File: config.mk
export PLATFORM = sky130hd
export DESIGN_NAME = tmr_smbus_port
export DESIGN_NICKNAME = d
export VERILOG_FILES = /design/src/rtl/tmr_pkg.sv /design/src/rtl/tmr_link_if.sv /design/src/rtl/tmr_serial_slave.sv /design/src/rtl/tmr_smbus_port.sv
export VERILOG_INCLUDE_DIRS = /design/src /design/src/rtl
export SDC_FILE = /design/constraint.sdc
export NUM_CORES = 1
export LEC_CHECK = 0
export ABC_AREA = 1
export BUFFER_PORTS_ARGS = -buffer_cell sky130_fd_sc_hd__buf_2
export CELL_PAD_IN_SITES_DETAIL_PLACEMENT = 1
export CELL_PAD_IN_SITES_GLOBAL_PLACEMENT = 1
export CORE_UTILIZATION = 30
export CTS_BUF_LIST = sky130_fd_sc_hd__clkbuf_2
export CTS_CLUSTER_SIZE = 16
export DETAILED_ROUTE_END_ITERATION = 7
export PLACE_DENSITY = 0.59
export REMOVE_ABC_BUFFERS = 1
export SYNTH_ARGS = -nofsm -noshare
export SYNTH_HDL_FRONTEND = slang
export SYNTH_SLANG_ARGS = --single-unit
File: constraint.sdc
create_clock -name mclk -period 3.4 [get_ports mclk]
set_input_delay 0 -clock mclk [delete_from_list [all_inputs] [get_ports mclk]]
set_output_delay 0 -clock mclk [all_outputs]
set_load 0.1 [all_outputs]
File: src/rtl/tmr_params.svh
// Register addresses, reset values and bus constants of the temperature monitor port.
`ifndef TMR_PARAMS_SVH
`define TMR_PARAMS_SVH

// Read addresses.
`define TMR_RD_LOCAL_VAL 8'h00
`define TMR_RD_REM_VAL_HI 8'h01
`define TMR_RD_STATUS 8'h02
`define TMR_RD_CFG 8'h03
`define TMR_RD_RATE 8'h04
`define TMR_RD_LHI 8'h05
`define TMR_RD_LLO 8'h06
`define TMR_RD_RHI_U 8'h07
`define TMR_RD_RLO_U 8'h08
`define TMR_RD_REM_VAL_LO 8'h10

// Write addresses of registers whose read address differs.
`define TMR_WR_CFG 8'h09
`define TMR_WR_RATE 8'h0a
`define TMR_WR_LHI 8'h0b
`define TMR_WR_LLO 8'h0c
`define TMR_WR_RHI_U 8'h0d
`define TMR_WR_RLO_U 8'h0e
`define TMR_WR_ONE_SHOT 8'h0f

// Registers that share one address for read and write.
`define TMR_RW_ROFS_U 8'h11
`define TMR_RW_ROFS_L 8'h12
`define TMR_RW_RHI_L 8'h13
`define TMR_RW_RLO_L 8'h14
`define TMR_RW_RCRIT 8'h19
`define TMR_RW_LCRIT 8'h20
`define TMR_RW_HYST 8'h21

// Power-on values, and the value read at an unmapped address.
`define TMR_RST_ZERO 8'h00
`define TMR_RST_RATE 8'h08
`define TMR_RST_HI_LIMIT 8'h55
`define TMR_RST_RCRIT 8'h6c
`define TMR_RST_LCRIT 8'h55
`define TMR_RST_HYST 8'h0a
`define TMR_UNMAPPED_READ 8'h00

// Own bus address; the value is arbitrary.
`define TMR_SLAVE_ADDR 7'h2a
// Bits per byte on the wire.
`define TMR_BYTE_BITS 4'h8

`endif

File: src/rtl/tmr_pkg.sv
// Types shared by the temperature monitor register port.
package tmr_pkg;
  typedef logic [7:0] tmr_byte_t;
  typedef enum logic [2:0] {
    st_idle,
    st_addr,
    st_addr_ack,
    st_wr,
    st_wr_ack,
    st_rd,
    st_rd_ack
  } tmr_state_t;
endpackage

File: src/rtl/tmr_link_if.sv
// Byte link between the serial engine and the register file.
`timescale 1ns/1ns
interface tmr_link_if;
  import tmr_pkg::*;
  logic wr_stb;
  logic wr_first;
  tmr_byte_t wr_byte;
  logic rd_stb;
  tmr_byte_t rd_byte;
  logic sda_drive;

  modport slv (
    output wr_stb,
    output wr_first,
    output wr_byte,
    output rd_stb,
    output sda_drive,
    input rd_byte
  );
  modport regs (
    input wr_stb,
    input wr_first,
    input wr_byte,
    input rd_stb,
    input sda_drive,
    output rd_byte
  );
endinterface

File: src/rtl/tmr_serial_slave.sv
// Two-wire serial slave engine: pin filtering, framing, address match and bit shifting.
`timescale 1ns/1ns
`include "tmr_params.svh"
module tmr_serial_slave
  import tmr_pkg::*;
#(
  parameter logic [6:0] SLAVE_ADDR = `TMR_SLAVE_ADDR
)
(
  // Clock and reset.
  input wire logic mclk,
  input wire logic rst_b,
  // Raw pin levels, bit 0 clock line, bit 1 data line.
  input wire logic [1:0] pins_in,
  // Link to the register file.
  tmr_link_if.slv lk
);
  logic [1:0] s1_q, s2_q, s3_q, filt_q, filt_d;
  tmr_state_t st_q, st_d;
  tmr_byte_t sh_q, sh_d, wrb_q, wrb_d;
  logic [3:0] cnt_q, cnt_d;
  logic [1:0] nbyte_q, nbyte_d;
  logic rw_q, rw_d, drv_q, drv_d, wstb_q, wstb_d, first_q, first_d, rstb_q, rstb_d;
  logic scl_rise, scl_fall, start_ev, stop_ev;

  // A level is accepted only when the second and third stages agree, which rejects glitches.
  always_comb
  begin
    filt_d = filt_q;
    for (int i = 0; i < 2; i++)
    begin
      if (s2_q[i] == s3_q[i])
        filt_d[i] = s3_q[i];
    end
  end

  // Bus events from the filtered levels.
  assign scl_rise = filt_d[0] & ~filt_q[0];
  assign scl_fall = ~filt_d[0] & filt_q[0];
  assign start_ev = filt_q[0] & filt_d[0] & filt_q[1] & ~filt_d[1];
  assign stop_ev = filt_q[0] & filt_d[0] & ~filt_q[1] & filt_d[1];

  // Framing state machine; a start or stop always wins over the byte flow.
  always_comb
  begin
    st_d = st_q;
    sh_d = sh_q;
    cnt_d = cnt_q;
    nbyte_d = nbyte_q;
    rw_d = rw_q;
    drv_d = drv_q;
    wrb_d = wrb_q;
    first_d = first_q;
    wstb_d = 1'b0;
    rstb_d = 1'b0;
    if (start_ev)
    begin
      st_d = st_addr;
      cnt_d = 4'h0;
      nbyte_d = 2'h0;
      drv_d = 1'b0;
    end
    else if (stop_ev)
    begin
      st_d = st_idle;
      drv_d = 1'b0;
    end
    else
    begin
      case (st_q)
        st_addr, st_wr:
        begin
          if (scl_rise)
          begin
            sh_d = {sh_q[6:0], filt_q[1]};
            cnt_d = cnt_q + 4'h1;
          end
          else if (scl_fall && cnt_q == `TMR_BYTE_BITS)
          begin
            if (st_q == st_addr && sh_q[7:1] != SLAVE_ADDR)
              st_d = st_idle;
            else if (st_q == st_addr)
            begin
              drv_d = 1'b1;
              rw_d = sh_q[0];
              rstb_d = sh_q[0];
              st_d = st_addr_ack;
            end
            else if (nbyte_q != 2'h2)
            begin
              drv_d = 1'b1;
              wstb_d = 1'b1;
              first_d = (nbyte_q == 2'h0);
              wrb_d = sh_q;
              nbyte_d = nbyte_q + 2'h1;
              st_d = st_wr_ack;
            end
            else
              st_d = st_idle;
          end
        end
        st_addr_ack, st_wr_ack:
        begin
          if (scl_fall)
          begin
            cnt_d = 4'h0;
            if (st_q == st_addr_ack && rw_q)
            begin
              sh_d = lk.rd_byte;
              drv_d = ~lk.rd_byte[7];
              st_d = st_rd;
            end
            else
            begin
              drv_d = 1'b0;
              st_d = st_wr;
            end
          end
        end
        st_rd:
        begin
          if (scl_rise)
            cnt_d = cnt_q + 4'h1;
          else if (scl_fall && cnt_q == `TMR_BYTE_BITS)
          begin
            drv_d = 1'b0;
            st_d = st_rd_ack;
          end
          else if (scl_fall)
          begin
            drv_d = ~sh_q[6];
            sh_d = {sh_q[6:0], 1'b0};
          end
        end
        st_rd_ack:
        begin
          if (scl_rise)
            st_d = st_idle;
        end
        default:
          st_d = st_idle;
      endcase
    end
  end

  // State registers.
  always_ff @(posedge mclk or negedge rst_b)
  begin
    if (!rst_b)
    begin
      s1_q <= 2'h3;
      s2_q <= 2'h3;
      s3_q <= 2'h3;
      filt_q <= 2'h3;
      st_q <= st_idle;
      sh_q <= 8'h00;
      cnt_q <= 4'h0;
      nbyte_q <= 2'h0;
      rw_q <= 1'b0;
      drv_q <= 1'b0;
      wrb_q <= 8'h00;
      first_q <= 1'b0;
      wstb_q <= 1'b0;
      rstb_q <= 1'b0;
    end
    else
    begin
      s1_q <= pins_in;
      s2_q <= s1_q;
      s3_q <= s2_q;
      filt_q <= filt_d;
      st_q <= st_d;
      sh_q <= sh_d;
      cnt_q <= cnt_d;
      nbyte_q <= nbyte_d;
      rw_q <= rw_d;
      drv_q <= drv_d;
      wrb_q <= wrb_d;
      first_q <= first_d;
      wstb_q <= wstb_d;
      rstb_q <= rstb_d;
    end
  end

  assign lk.wr_stb = wstb_q;
  assign lk.wr_first = first_q;
  assign lk.wr_byte = wrb_q;
  assign lk.rd_stb = rstb_q;
  assign lk.sda_drive = drv_q;
endmodule

File: src/rtl/tmr_smbus_port.sv
// Serial register-access port of a dual-channel temperature monitor.
`timescale 1ns/1ns
`include "tmr_params.svh"
// A write carries a register address and at most one data byte; a read returns one byte.
// There is no clock stretching: the read byte is fetched a whole bit time before it is
// needed, well inside one clock low period.
module tmr_smbus_port
  import tmr_pkg::*;
#(
  parameter logic [6:0] SLAVE_ADDR = `TMR_SLAVE_ADDR
)
(
  // Clock and reset.
  input wire logic mclk,
  input wire logic rst_b,
  // Serial pins; the data line is open drain.
  input wire logic scl_in,
  input wire logic sda_in,
  output logic sda_out_q,
  output logic sda_oe_q,
  // Results from the measurement engine.
  input wire logic meas_stb,
  input wire tmr_byte_t local_meas,
  input wire tmr_byte_t remote_meas_upper,
  input wire tmr_byte_t remote_meas_lower,
  input wire tmr_byte_t status_in,
  // Programmed settings toward the measurement and alarm logic.
  output tmr_byte_t config_control_q,
  output tmr_byte_t conversion_rate_select_q,
  output tmr_byte_t local_high_limit_q,
  output tmr_byte_t local_low_limit_q,
  output tmr_byte_t remote_high_limit_upper_q,
  output tmr_byte_t remote_high_limit_lower_q,
  output tmr_byte_t remote_low_limit_upper_q,
  output tmr_byte_t remote_low_limit_lower_q,
  output tmr_byte_t remote_offset_upper_q,
  output tmr_byte_t remote_offset_lower_q,
  output tmr_byte_t remote_critical_trip_limit_q,
  output tmr_byte_t local_critical_trip_limit_q,
  output tmr_byte_t critical_trip_hysteresis_q,
  // One-cycle request for a single conversion.
  output logic single_conversion_trigger_q,
  // Visible pointer and freeze state.
  output tmr_byte_t register_pointer_q,
  output logic remote_upper_frozen_q
);
  // Reserved bus addresses cannot be served.
  // Addresses below 0x08 and above 0x77 are held back by the bus protocol.
  if (SLAVE_ADDR < 7'h08 || SLAVE_ADDR > 7'h77)
  begin : g_bad_addr
    $error("SLAVE_ADDR lies in a reserved range");
  end

  // Byte link between the serial engine and the register file.
  tmr_link_if lk ();

  // Serial engine. It hands over one byte at a time and queues nothing,
  // so the register file must take each strobe in the cycle it stands.
  tmr_serial_slave #(
    .SLAVE_ADDR(SLAVE_ADDR)
  ) u_slave (
    .mclk(mclk),
    .rst_b(rst_b),
    .pins_in({sda_in, scl_in}),
    .lk(lk)
  );

  // Next values of the writable registers.
  tmr_byte_t ptr_d, cfg_d, rate_d, lhi_d, llo_d, rhiu_d, rhil_d, rlou_d, rlol_d;
  tmr_byte_t rofsu_d, rofsl_d, rcrit_d, lcrit_d, hyst_d;
  logic trig_d;
  // Measured values and status.
  tmr_byte_t local_val_q, local_val_d, rem_hi_q, rem_hi_d, rem_lo_q, rem_lo_d;
  tmr_byte_t status_q, status_d;
  // Freeze flag and the byte held ready for a read.
  logic frozen_d;
  tmr_byte_t rd_byte_q, rd_byte_d;
  // Pin stage.
  logic sda_oe_d;

  // Read decode; the read address of a split register never aliases its write address.
  function automatic tmr_byte_t reg_read(input tmr_byte_t addr);
    tmr_byte_t v;
    v = `TMR_UNMAPPED_READ;
    // Measured values and status are reachable only at their read addresses.
    case (addr)
      `TMR_RD_LOCAL_VAL: v = local_val_q;
      `TMR_RD_REM_VAL_HI: v = rem_hi_q;
      `TMR_RD_STATUS: v = status_q;
      `TMR_RD_CFG: v = config_control_q;
      `TMR_RD_RATE: v = conversion_rate_select_q;
      `TMR_RD_LHI: v = local_high_limit_q;
      `TMR_RD_LLO: v = local_low_limit_q;
      `TMR_RD_RHI_U: v = remote_high_limit_upper_q;
      `TMR_RD_RLO_U: v = remote_low_limit_upper_q;
      `TMR_RD_REM_VAL_LO: v = rem_lo_q;
      `TMR_RW_ROFS_U: v = remote_offset_upper_q;
      `TMR_RW_ROFS_L: v = remote_offset_lower_q;
      `TMR_RW_RHI_L: v = remote_high_limit_lower_q;
      `TMR_RW_RLO_L: v = remote_low_limit_lower_q;
      `TMR_RW_RCRIT: v = remote_critical_trip_limit_q;
      `TMR_RW_LCRIT: v = local_critical_trip_limit_q;
      `TMR_RW_HYST: v = critical_trip_hysteresis_q;
      default: v = `TMR_UNMAPPED_READ;
    endcase
    return v;
  endfunction

  // Pointer and writable registers. The first byte of a write only moves the pointer,
  // so the data byte always lands where the address byte just pointed.
  always_comb
  begin
    // Every register but the one-shot trigger holds its value unless a write strobe selects it; the trigger clears.
    ptr_d = register_pointer_q;
    cfg_d = config_control_q;
    rate_d = conversion_rate_select_q;
    lhi_d = local_high_limit_q;
    llo_d = local_low_limit_q;
    rhiu_d = remote_high_limit_upper_q;
    rhil_d = remote_high_limit_lower_q;
    rlou_d = remote_low_limit_upper_q;
    rlol_d = remote_low_limit_lower_q;
    rofsu_d = remote_offset_upper_q;
    rofsl_d = remote_offset_lower_q;
    rcrit_d = remote_critical_trip_limit_q;
    lcrit_d = local_critical_trip_limit_q;
    hyst_d = critical_trip_hysteresis_q;
    trig_d = 1'b0;
    // Read-only and unlisted pointer values fall through to the default arm.
    if (lk.wr_stb && lk.wr_first)
      ptr_d = lk.wr_byte;
    else if (lk.wr_stb)
    begin
      case (register_pointer_q)
        `TMR_WR_CFG: cfg_d = lk.wr_byte;
        `TMR_WR_RATE: rate_d = lk.wr_byte;
        `TMR_WR_LHI: lhi_d = lk.wr_byte;
        `TMR_WR_LLO: llo_d = lk.wr_byte;
        `TMR_WR_RHI_U: rhiu_d = lk.wr_byte;
        `TMR_WR_RLO_U: rlou_d = lk.wr_byte;
        // The one-shot address stores nothing; it only raises a pulse.
        `TMR_WR_ONE_SHOT: trig_d = 1'b1;
        `TMR_RW_ROFS_U: rofsu_d = lk.wr_byte;
        `TMR_RW_ROFS_L: rofsl_d = lk.wr_byte;
        `TMR_RW_RHI_L: rhil_d = lk.wr_byte;
        `TMR_RW_RLO_L: rlol_d = lk.wr_byte;
        `TMR_RW_RCRIT: rcrit_d = lk.wr_byte;
        `TMR_RW_LCRIT: lcrit_d = lk.wr_byte;
        `TMR_RW_HYST: hyst_d = lk.wr_byte;
        default: ptr_d = register_pointer_q;
      endcase
    end
  end

  // Register storage; the pointer is only ever changed by a write, never by a read.
  always_ff @(posedge mclk or negedge rst_b)
  begin
    if (!rst_b)
    begin
      register_pointer_q <= `TMR_RST_ZERO;
      config_control_q <= `TMR_RST_ZERO;
      conversion_rate_select_q <= `TMR_RST_RATE;
      local_high_limit_q <= `TMR_RST_HI_LIMIT;
      local_low_limit_q <= `TMR_RST_ZERO;
      remote_high_limit_upper_q <= `TMR_RST_HI_LIMIT;
      remote_high_limit_lower_q <= `TMR_RST_ZERO;
      remote_low_limit_upper_q <= `TMR_RST_ZERO;
      remote_low_limit_lower_q <= `TMR_RST_ZERO;
      remote_offset_upper_q <= `TMR_RST_ZERO;
      remote_offset_lower_q <= `TMR_RST_ZERO;
      // Critical-trip limits and hysteresis take their chosen power-on values.
      remote_critical_trip_limit_q <= `TMR_RST_RCRIT;
      local_critical_trip_limit_q <= `TMR_RST_LCRIT;
      critical_trip_hysteresis_q <= `TMR_RST_HYST;
      single_conversion_trigger_q <= 1'b0;
    end
    else
    begin
      // The pointer moves only on the first byte of a write.
      register_pointer_q <= ptr_d;
      config_control_q <= cfg_d;
      conversion_rate_select_q <= rate_d;
      local_high_limit_q <= lhi_d;
      local_low_limit_q <= llo_d;
      remote_high_limit_upper_q <= rhiu_d;
      remote_high_limit_lower_q <= rhil_d;
      remote_low_limit_upper_q <= rlou_d;
      remote_low_limit_lower_q <= rlol_d;
      remote_offset_upper_q <= rofsu_d;
      remote_offset_lower_q <= rofsl_d;
      remote_critical_trip_limit_q <= rcrit_d;
      local_critical_trip_limit_q <= lcrit_d;
      critical_trip_hysteresis_q <= hyst_d;
      single_conversion_trigger_q <= trig_d;
    end
  end

  // Measured values and the upper-byte freeze. Reading the lower byte first pins the
  // upper byte, so a conversion landing between the two reads cannot tear the result.
  always_comb
  begin
    // Hold by default; results and reads below override.
    local_val_d = local_val_q;
    rem_hi_d = rem_hi_q;
    rem_lo_d = rem_lo_q;
    status_d = status_q;
    frozen_d = remote_upper_frozen_q;
    rd_byte_d = rd_byte_q;
    // A new result replaces every value except a frozen upper byte.
    if (meas_stb)
    begin
      local_val_d = local_meas;
      rem_lo_d = remote_meas_lower;
      status_d = status_in;
      if (!remote_upper_frozen_q)
        rem_hi_d = remote_meas_upper;
    end
    // One byte is captured per read; the pointer itself is left alone.
    if (lk.rd_stb)
    begin
      rd_byte_d = reg_read(register_pointer_q);
      if (register_pointer_q == `TMR_RD_REM_VAL_LO)
        frozen_d = 1'b1;
      else if (register_pointer_q == `TMR_RD_REM_VAL_HI)
        frozen_d = 1'b0;
    end
  end

  // Measured-value storage, all zero after reset.
  always_ff @(posedge mclk or negedge rst_b)
  begin
    if (!rst_b)
    begin
      // Values and status read zero until the first conversion lands.
      local_val_q <= `TMR_RST_ZERO;
      rem_hi_q <= `TMR_RST_ZERO;
      rem_lo_q <= `TMR_RST_ZERO;
      status_q <= `TMR_RST_ZERO;
      remote_upper_frozen_q <= 1'b0;
      rd_byte_q <= `TMR_RST_ZERO;
    end
    else
    begin
      local_val_q <= local_val_d;
      rem_hi_q <= rem_hi_d;
      rem_lo_q <= rem_lo_d;
      status_q <= status_d;
      // While the freeze is clear a conversion may refresh the upper byte.
      remote_upper_frozen_q <= frozen_d;
      rd_byte_q <= rd_byte_d;
    end
  end

  // Byte offered to the serial engine for the next read.
  assign lk.rd_byte = rd_byte_q;

  // Pin stage. Retiming the enable costs one clock, far below a bit time of the bus.
  // A start or stop clears the drive, so the enable falls two clocks after the event and a cut frame never holds the line.
  always_comb
  begin
    sda_oe_d = lk.sda_drive;
  end

  // The data line is only ever pulled low, so its output level stays zero.
  always_ff @(posedge mclk or negedge rst_b)
  begin
    if (!rst_b)
    begin
      sda_oe_q <= 1'b0;
      sda_out_q <= 1'b0;
    end
    else
    begin
      sda_oe_q <= sda_oe_d;
      sda_out_q <= 1'b0;
    end
  end
endmodule

* Yosys cells after proc, flatten, opt, wreduce, memory -nomap -nowiden
Cells that the tools add are included.
Storage, ports and cells: bits in latches 0, memory bits (read-only) 0, output and inout port bits 116, bits in registers 193, word-level logic and storage cells 220, memories kept 0, bits in writable memories 0
Cells by class: mux-type cells 69, reduce and logical (&&, ||, !) cells 38, shifts and indexed selects 0, div/mod/pow operators 0, magnitude comparators 0, equality and inequality tests 55, add/sub/neg operators 2, bitwise gates (word level) 20, $mul 0
Operator list (count):
- case mux 8 bit (17 select lines) | 1
- == test 8 x 4 -> 1 bit (second input constant) | 8
- == test 8 x 5 -> 1 bit (second input constant) | 6
- 2-to-1 mux 8 bit | 6
- AND reduction 3 bit | 13
- 2-to-1 mux 3 bit | 12
- 2-to-1 mux 1 bit | 34
- == test 8 x 3 -> 1 bit (second input constant) | 4
- case mux 8 bit (3 select lines) | 1
- == test 8 x 2 -> 1 bit (second input constant) | 2
- == test 8 x 6 -> 1 bit (second input constant) | 2
- 2-to-1 mux 2 bit | 8
- 2-to-1 mux 4 bit | 4
- != test 4 x 1 -> 1 bit (second input constant) | 4
- AND reduction 8 bit | 2
- != test 2 x 1 -> 1 bit (second input constant) | 7
- AND reduction 7 bit | 2
- NOT 1 bit | 13
- case mux 3 bit (4 select lines) | 1
- != test 5 x 1 -> 1 bit (second input constant) | 2
- == test 3 bit (second input constant) | 3
- AND reduction 9 bit | 1
- == test 8 x 1 -> 1 bit (second input constant) | 1
- logical NOT 8 bit | 1
- 24 further kinds | 46

* Longest topological paths before layout
depth after elaboration 10, gate-level depth with buffers 12, depth with buffers taken out 11

* Cells and area by module
From an unflattened synthesis, not the netlist that was laid out.
Second synthesis, totals: cell total of the unflattened synthesis 1113, area total of the unflattened synthesis 9068.7 µm²
By module, submodules not included:
- tmr_smbus_port | area each 7011.7 µm², cells an instance 844, instances 1, sequential area each 3902.5 µm²
- tmr_serial_slave | area each 2057.0 µm², cells an instance 269, instances 1, sequential area each 960.9 µm²

* Worst setup path before layout
No wires, ideal clock.
path type reg-to-reg, start reg register_pointer_q[0], end reg remote_high_limit_lower_q[5], clock period less this slack 2.204 ns, buffers on the path 1, library setup time 0.130 ns, setup slack 1.196 ns, cell stages (with the launch flop) 7, required time 3.270 ns, arrival 2.074 ns, cell sequence dfrtp_1 > nand2_1 > nor2_4 > nand3_2 > buf_2 > nand2_1 > o21ai_1
On the way: cells in the longest elaborated chain, start to end 2
RTL lines:
- from (decl) | RTL line tmr_smbus_port.sv:44 | output tmr_byte_t register_pointer_q,
- from (signal assigned) | RTL line tmr_smbus_port.sv:160 | register_pointer_q <= `TMR_RST_ZERO;
- from (signal assigned) | RTL line tmr_smbus_port.sv:180 | register_pointer_q <= ptr_d;
- == test 8 x 5 -> 1 bit | RTL line tmr_smbus_port.sv:134 | case (register_pointer_q)
- AND reduction 3 bit (no source line)
- to (signal assigned) | RTL line tmr_smbus_port.sv:166 | remote_high_limit_lower_q <= `TMR_RST_ZERO;
- to (signal assigned) | RTL line tmr_smbus_port.sv:186 | remote_high_limit_lower_q <= rhil_d;
- to (decl) | RTL line tmr_smbus_port.sv:33 | output tmr_byte_t remote_high_limit_lower_q,
Every way passes these cells. A chain may end at the register's enable or synchronous reset.

* Worst setup path after layout
start reg register_pointer_q[3], end reg rd_byte_q[5], in the netlist lk.rd_byte[5]
On the way: cells in the longest elaborated chain, start to end 2, elaborated cells between the ends (all ways) 18, those cells by class eq/ne: 16; mux: 1; reduce/logical: 1
RTL lines:
- == test 8 x 6 -> 1 bit, or another cell as far along | RTL line tmr_smbus_port.sv:86 | case (addr)
- case mux 8 bit (17 select lines) * | RTL line tmr_smbus_port.sv:86
- to (signal assigned) | RTL line tmr_smbus_port.sv:240 | rd_byte_q <= `TMR_RST_ZERO;
- to (signal assigned) | RTL line tmr_smbus_port.sv:250 | rd_byte_q <= rd_byte_d;
- to (decl) | RTL line tmr_smbus_port.sv:77 | tmr_byte_t rd_byte_q, rd_byte_d;
Every way passes the cells marked *; elsewhere a longest branch is shown, timed or not.

==> metrics.md <==
| Metric | Value |
|---|---|
| Setup TNS | 0 ns |
| Leak Pwr | 5.485 nW |
| Max_slew headroom | 29.92% |
| Setup WS post-layout | 1.147 ns |
| Largest family of logic cells by synthesized area | simple AND/OR/NAND/NOR gates |
| Worst Hold Class | in -> reg |
| CP Max Fanout | 12 |
| CP bufs+invs | 1 |
| Total CTS buffers | 17 |
| Reg2reg end | lk.rd_byte[5]$_DFFE_PN0P_ |
| Total grt overflow | 0 |
| Max-cap viol count | 0 |
| Final period util | 66.26% |
| Met1 wire length | 15230 um |
| Highest Signal Layer | met4 |
| Worst ir drop on vdd | 0.0002075 V |
| Max Slew Vio Count | 0 |
| Die height | 174.6 um |
| Fmax | 0.4439 GHz |
| Fraction of registers with async set or reset after synthesis | 100.0% |
| Routed wire length | 33740 um |
| Largest net degree at the start of global routing | 80 |
| Actual slew at the worst max-slew pin | 1.047 ns |
| Crit. Startpoint | register_pointer_q[3]$_DFFE_PN0P_ |
| PwrDens | 376.7 nW/um^2 |
| Clk root buf | clkbuf_2 |
| Sequential share of the synthesized area | 54.44% |
| Final Skew | 0.08347 ns |
| Worst R2R Start | register_pointer_q[3]$_DFFE_PN0P_ |
| Vias | 8208 |
| Required @ worst endpoint | 4.20 ns |
| Reg-to-reg slack, setup | 1.15 ns |
| Commonest cells after routing, fill and taps aside | nand2_1, dfrtp_1, buf_2, nand3_1 |
| PortBufs | 151 |
| Core Region | 29010 um^2 |
| Top-Level Pins | 153 |
| Kind of critical path | reg -> reg |
| Final ANT Viol Nets | 0 |
| # fillers | 3483 |
| Hold WS | 0.1634 ns |
| 1st-iter DRT viols | 467 |
| Largest delay share family, worst path | simple AND/OR/NAND/NOR gates |
| Longest Clk Path Bufs | 2 |
| Endpoints failing setup | 0 |
| CP max stage delay | 0.82 ns |
| Final Net Count | 1317 |
| Worst hold path cell count | 3 |
| Clock Sink Count | 193 |
| Setup bufs post-CTS | 0 |
| Critical-path cell list | inv_1 -> nand2_1 -> nor2_1 -> nand3_1 -> nand2_1 -> nor2_1 -> nand4_1 -> nand2_1 -> nand2_1 |
| Die area | 30470 um^2 |
| Startpoint Class | flop |
| Vias per cell | 4.903 |
| DR pass1 iterations | 5 |
| Syn-to-layout area delta | 26.84% |
| Placement Setup Slack | 1.171 ns |
| Hold Fails Final Rpt | 0 |
| Post-synthesis simple-gate area fraction | 27.52% |
| Global-route wire length before repair | 52030 um |
| Synthesized flop and latch total | 193 |
| Post-synth EDFFs | 0 |
| Chip Width | 174.6 um |
| Top_reg_cell synth | dfrtp_1 |
| Synthesized instance count | 1047 |
| Gr usage total | 22.86% |
| Status | completed |
| Post-Syn Area per Cell | 8.533 um^2 |
| Post-synthesis mux area share | 4.034% |
| Yosys cell types | 34 |
| Final min period | 2.253 ns |
| Hold path endpoint | rem_hi_q[4]$_DFFE_PN0P_ |
| Post-DR wirelength/cell | 20.16 um |
| Residual DRC | 0 |
| Max stage delay cell, worst path | nor2_1 |
| Most used cell, CP | nand2_1 |
| Initial antenna violation count | 1 |
| Dpl hpwl | 23130 um |
| CTS clock-pin slew for the worst setup and hold paths | 0.34 ns |
| RD Place Congestion | 0.8373 |
| Hold-fix buffer count after cts | 95 |
| Worst skew pair latency | 0.85 ns |
| Synth Area in Adders | 0.5602% |
| Post-cts resize count | 0 |
| RSZ-0062 raised after global routing | false |
| Initial Util | 30.79% |
| Vias in the first global route | 8512 |
| Post-Synth XOR/XNOR Area | 0.1961% |
| Cell Rows | 62 |
| Compound-cell area share of the yosys netlist | 8.599% |
| Cell Area, Synth | 8934 um^2 |
| Commonest non-fill, non-tap cell in the layout | nand2_1 |
| Worst EP arrival | 3.05 ns |
| Metal2 WL | 16580 um |
| Min-delay src | meas_stb |
| Yosys warnings | 0 |
| WL met3 | 1219 um |
| CTS H-tree depth | 4 |
| Reg2Reg Depth | 9 |
| Fraction of layout cells with a size suffix above 1 | 22.58% |
| Tot Pwr | 4.269 mW |
| CTS tree | built |
| Crit. End Element | flop |
[worst min-delay path: stages]
cell,delay (ns)
buf_2,0.31
nand2_1,0.42
mux2_2,0.22
[through the flow]
stage | instance area [um^2] | utilization, % | cells
4_1_cts | 11330 | 39.05 | 1673
3_3_place_gp | 10050 | 34.65 | 1546
2_1_floorplan | 8736 | - | 1004
3_5_place_dp | 10050 | 34.65 | 1546
5_1_grt | 11330 | 39.05 | 1674
6_report | 11330 | 39.05 | 1674
[cell type report]
class	count	area [um^2]	share of cell area, %
timing repair buffer	253	1798	15.87
multi-input combinational	754	3666	32.35
antenna	1	2.502	0.02208
sequential	193	4863	42.92
clock buffer	17	85.08	0.7509
tap	384	480.5	4.240
clock inverter	15	221.5	1.954
inverter	57	214.0	1.888
[cells in the mapped netlist (3+ instances only)]
cell type    n  area (um^2)
nor2_4       3        33.78
mux2_2      32        360.4
buf_4        4        30.03
buf_2       17        85.08
inv_1       47        176.4
clkbuf_1    22        82.58
o21ai_1     46        230.2
nand3_1    142        710.7
ha_1         4        50.05
a21oi_1      4        20.02
nand2_1    312         1171
o21ai_0     94        470.5
nand4_1     10        62.56
dfrtp_1    166         4154
nand2_2      8        50.05
nor2_2      11        68.82
inv_2        9        33.78
dfstp_2     27        709.4
nand3_2      5        50.05
nor3_1       7        35.03
nor2_1      64        240.2
[kinds of logic (layout without fill, tap and decap cells)]
family          Yosys count  in the layout
compound gates          149            149
xor+xnor                  2              2
fa+ha+maj                 4              4
buf+inv                 100            342
flops                   193            193
mux                      32             32
other cells               1              2
simple gates            566            566
[power breakdown]
part | total [mW] | leakage (nW) | internal (mW) | switching (mW)
registers | 2.45 | 2.52 | 2.39 | 0.0623
logic | 0.425 | 2.79 | 0.194 | 0.231
clock network | 1.39 | 0.177 | 0.456 | 0.934
[worst max path at each step]
| stage | end | cells after the start |
|---|---|---|
| 2_1_floorplan | remote_low_limit_lower_q[0]$_DFFE_PN0P_ | 4 |
| 3_3_place_gp | lk.rd_byte[5]$_DFFE_PN0P_ | 9 |
| 3_5_place_dp | remote_high_limit_upper_q[5]$_DFFE_PN0P_ | 9 |
| 4_1_cts | lk.rd_byte[7]$_DFFE_PN0P_ | 9 |
| 5_1_grt | local_low_limit_q[2]$_DFFE_PN0P_ | 5 |
| 6_report | lk.rd_byte[5]$_DFFE_PN0P_ | 9 |
[metal layers]
metal | track usage [%] | vias up
li1 | - | 3919
met1 | 30.45 | 4068
met2 | 38.45 | 186
met3 | 3.281 | 35
met4 | 6.703 | 0
met5 | 0 | -
(Power assumes the default switching activity.)
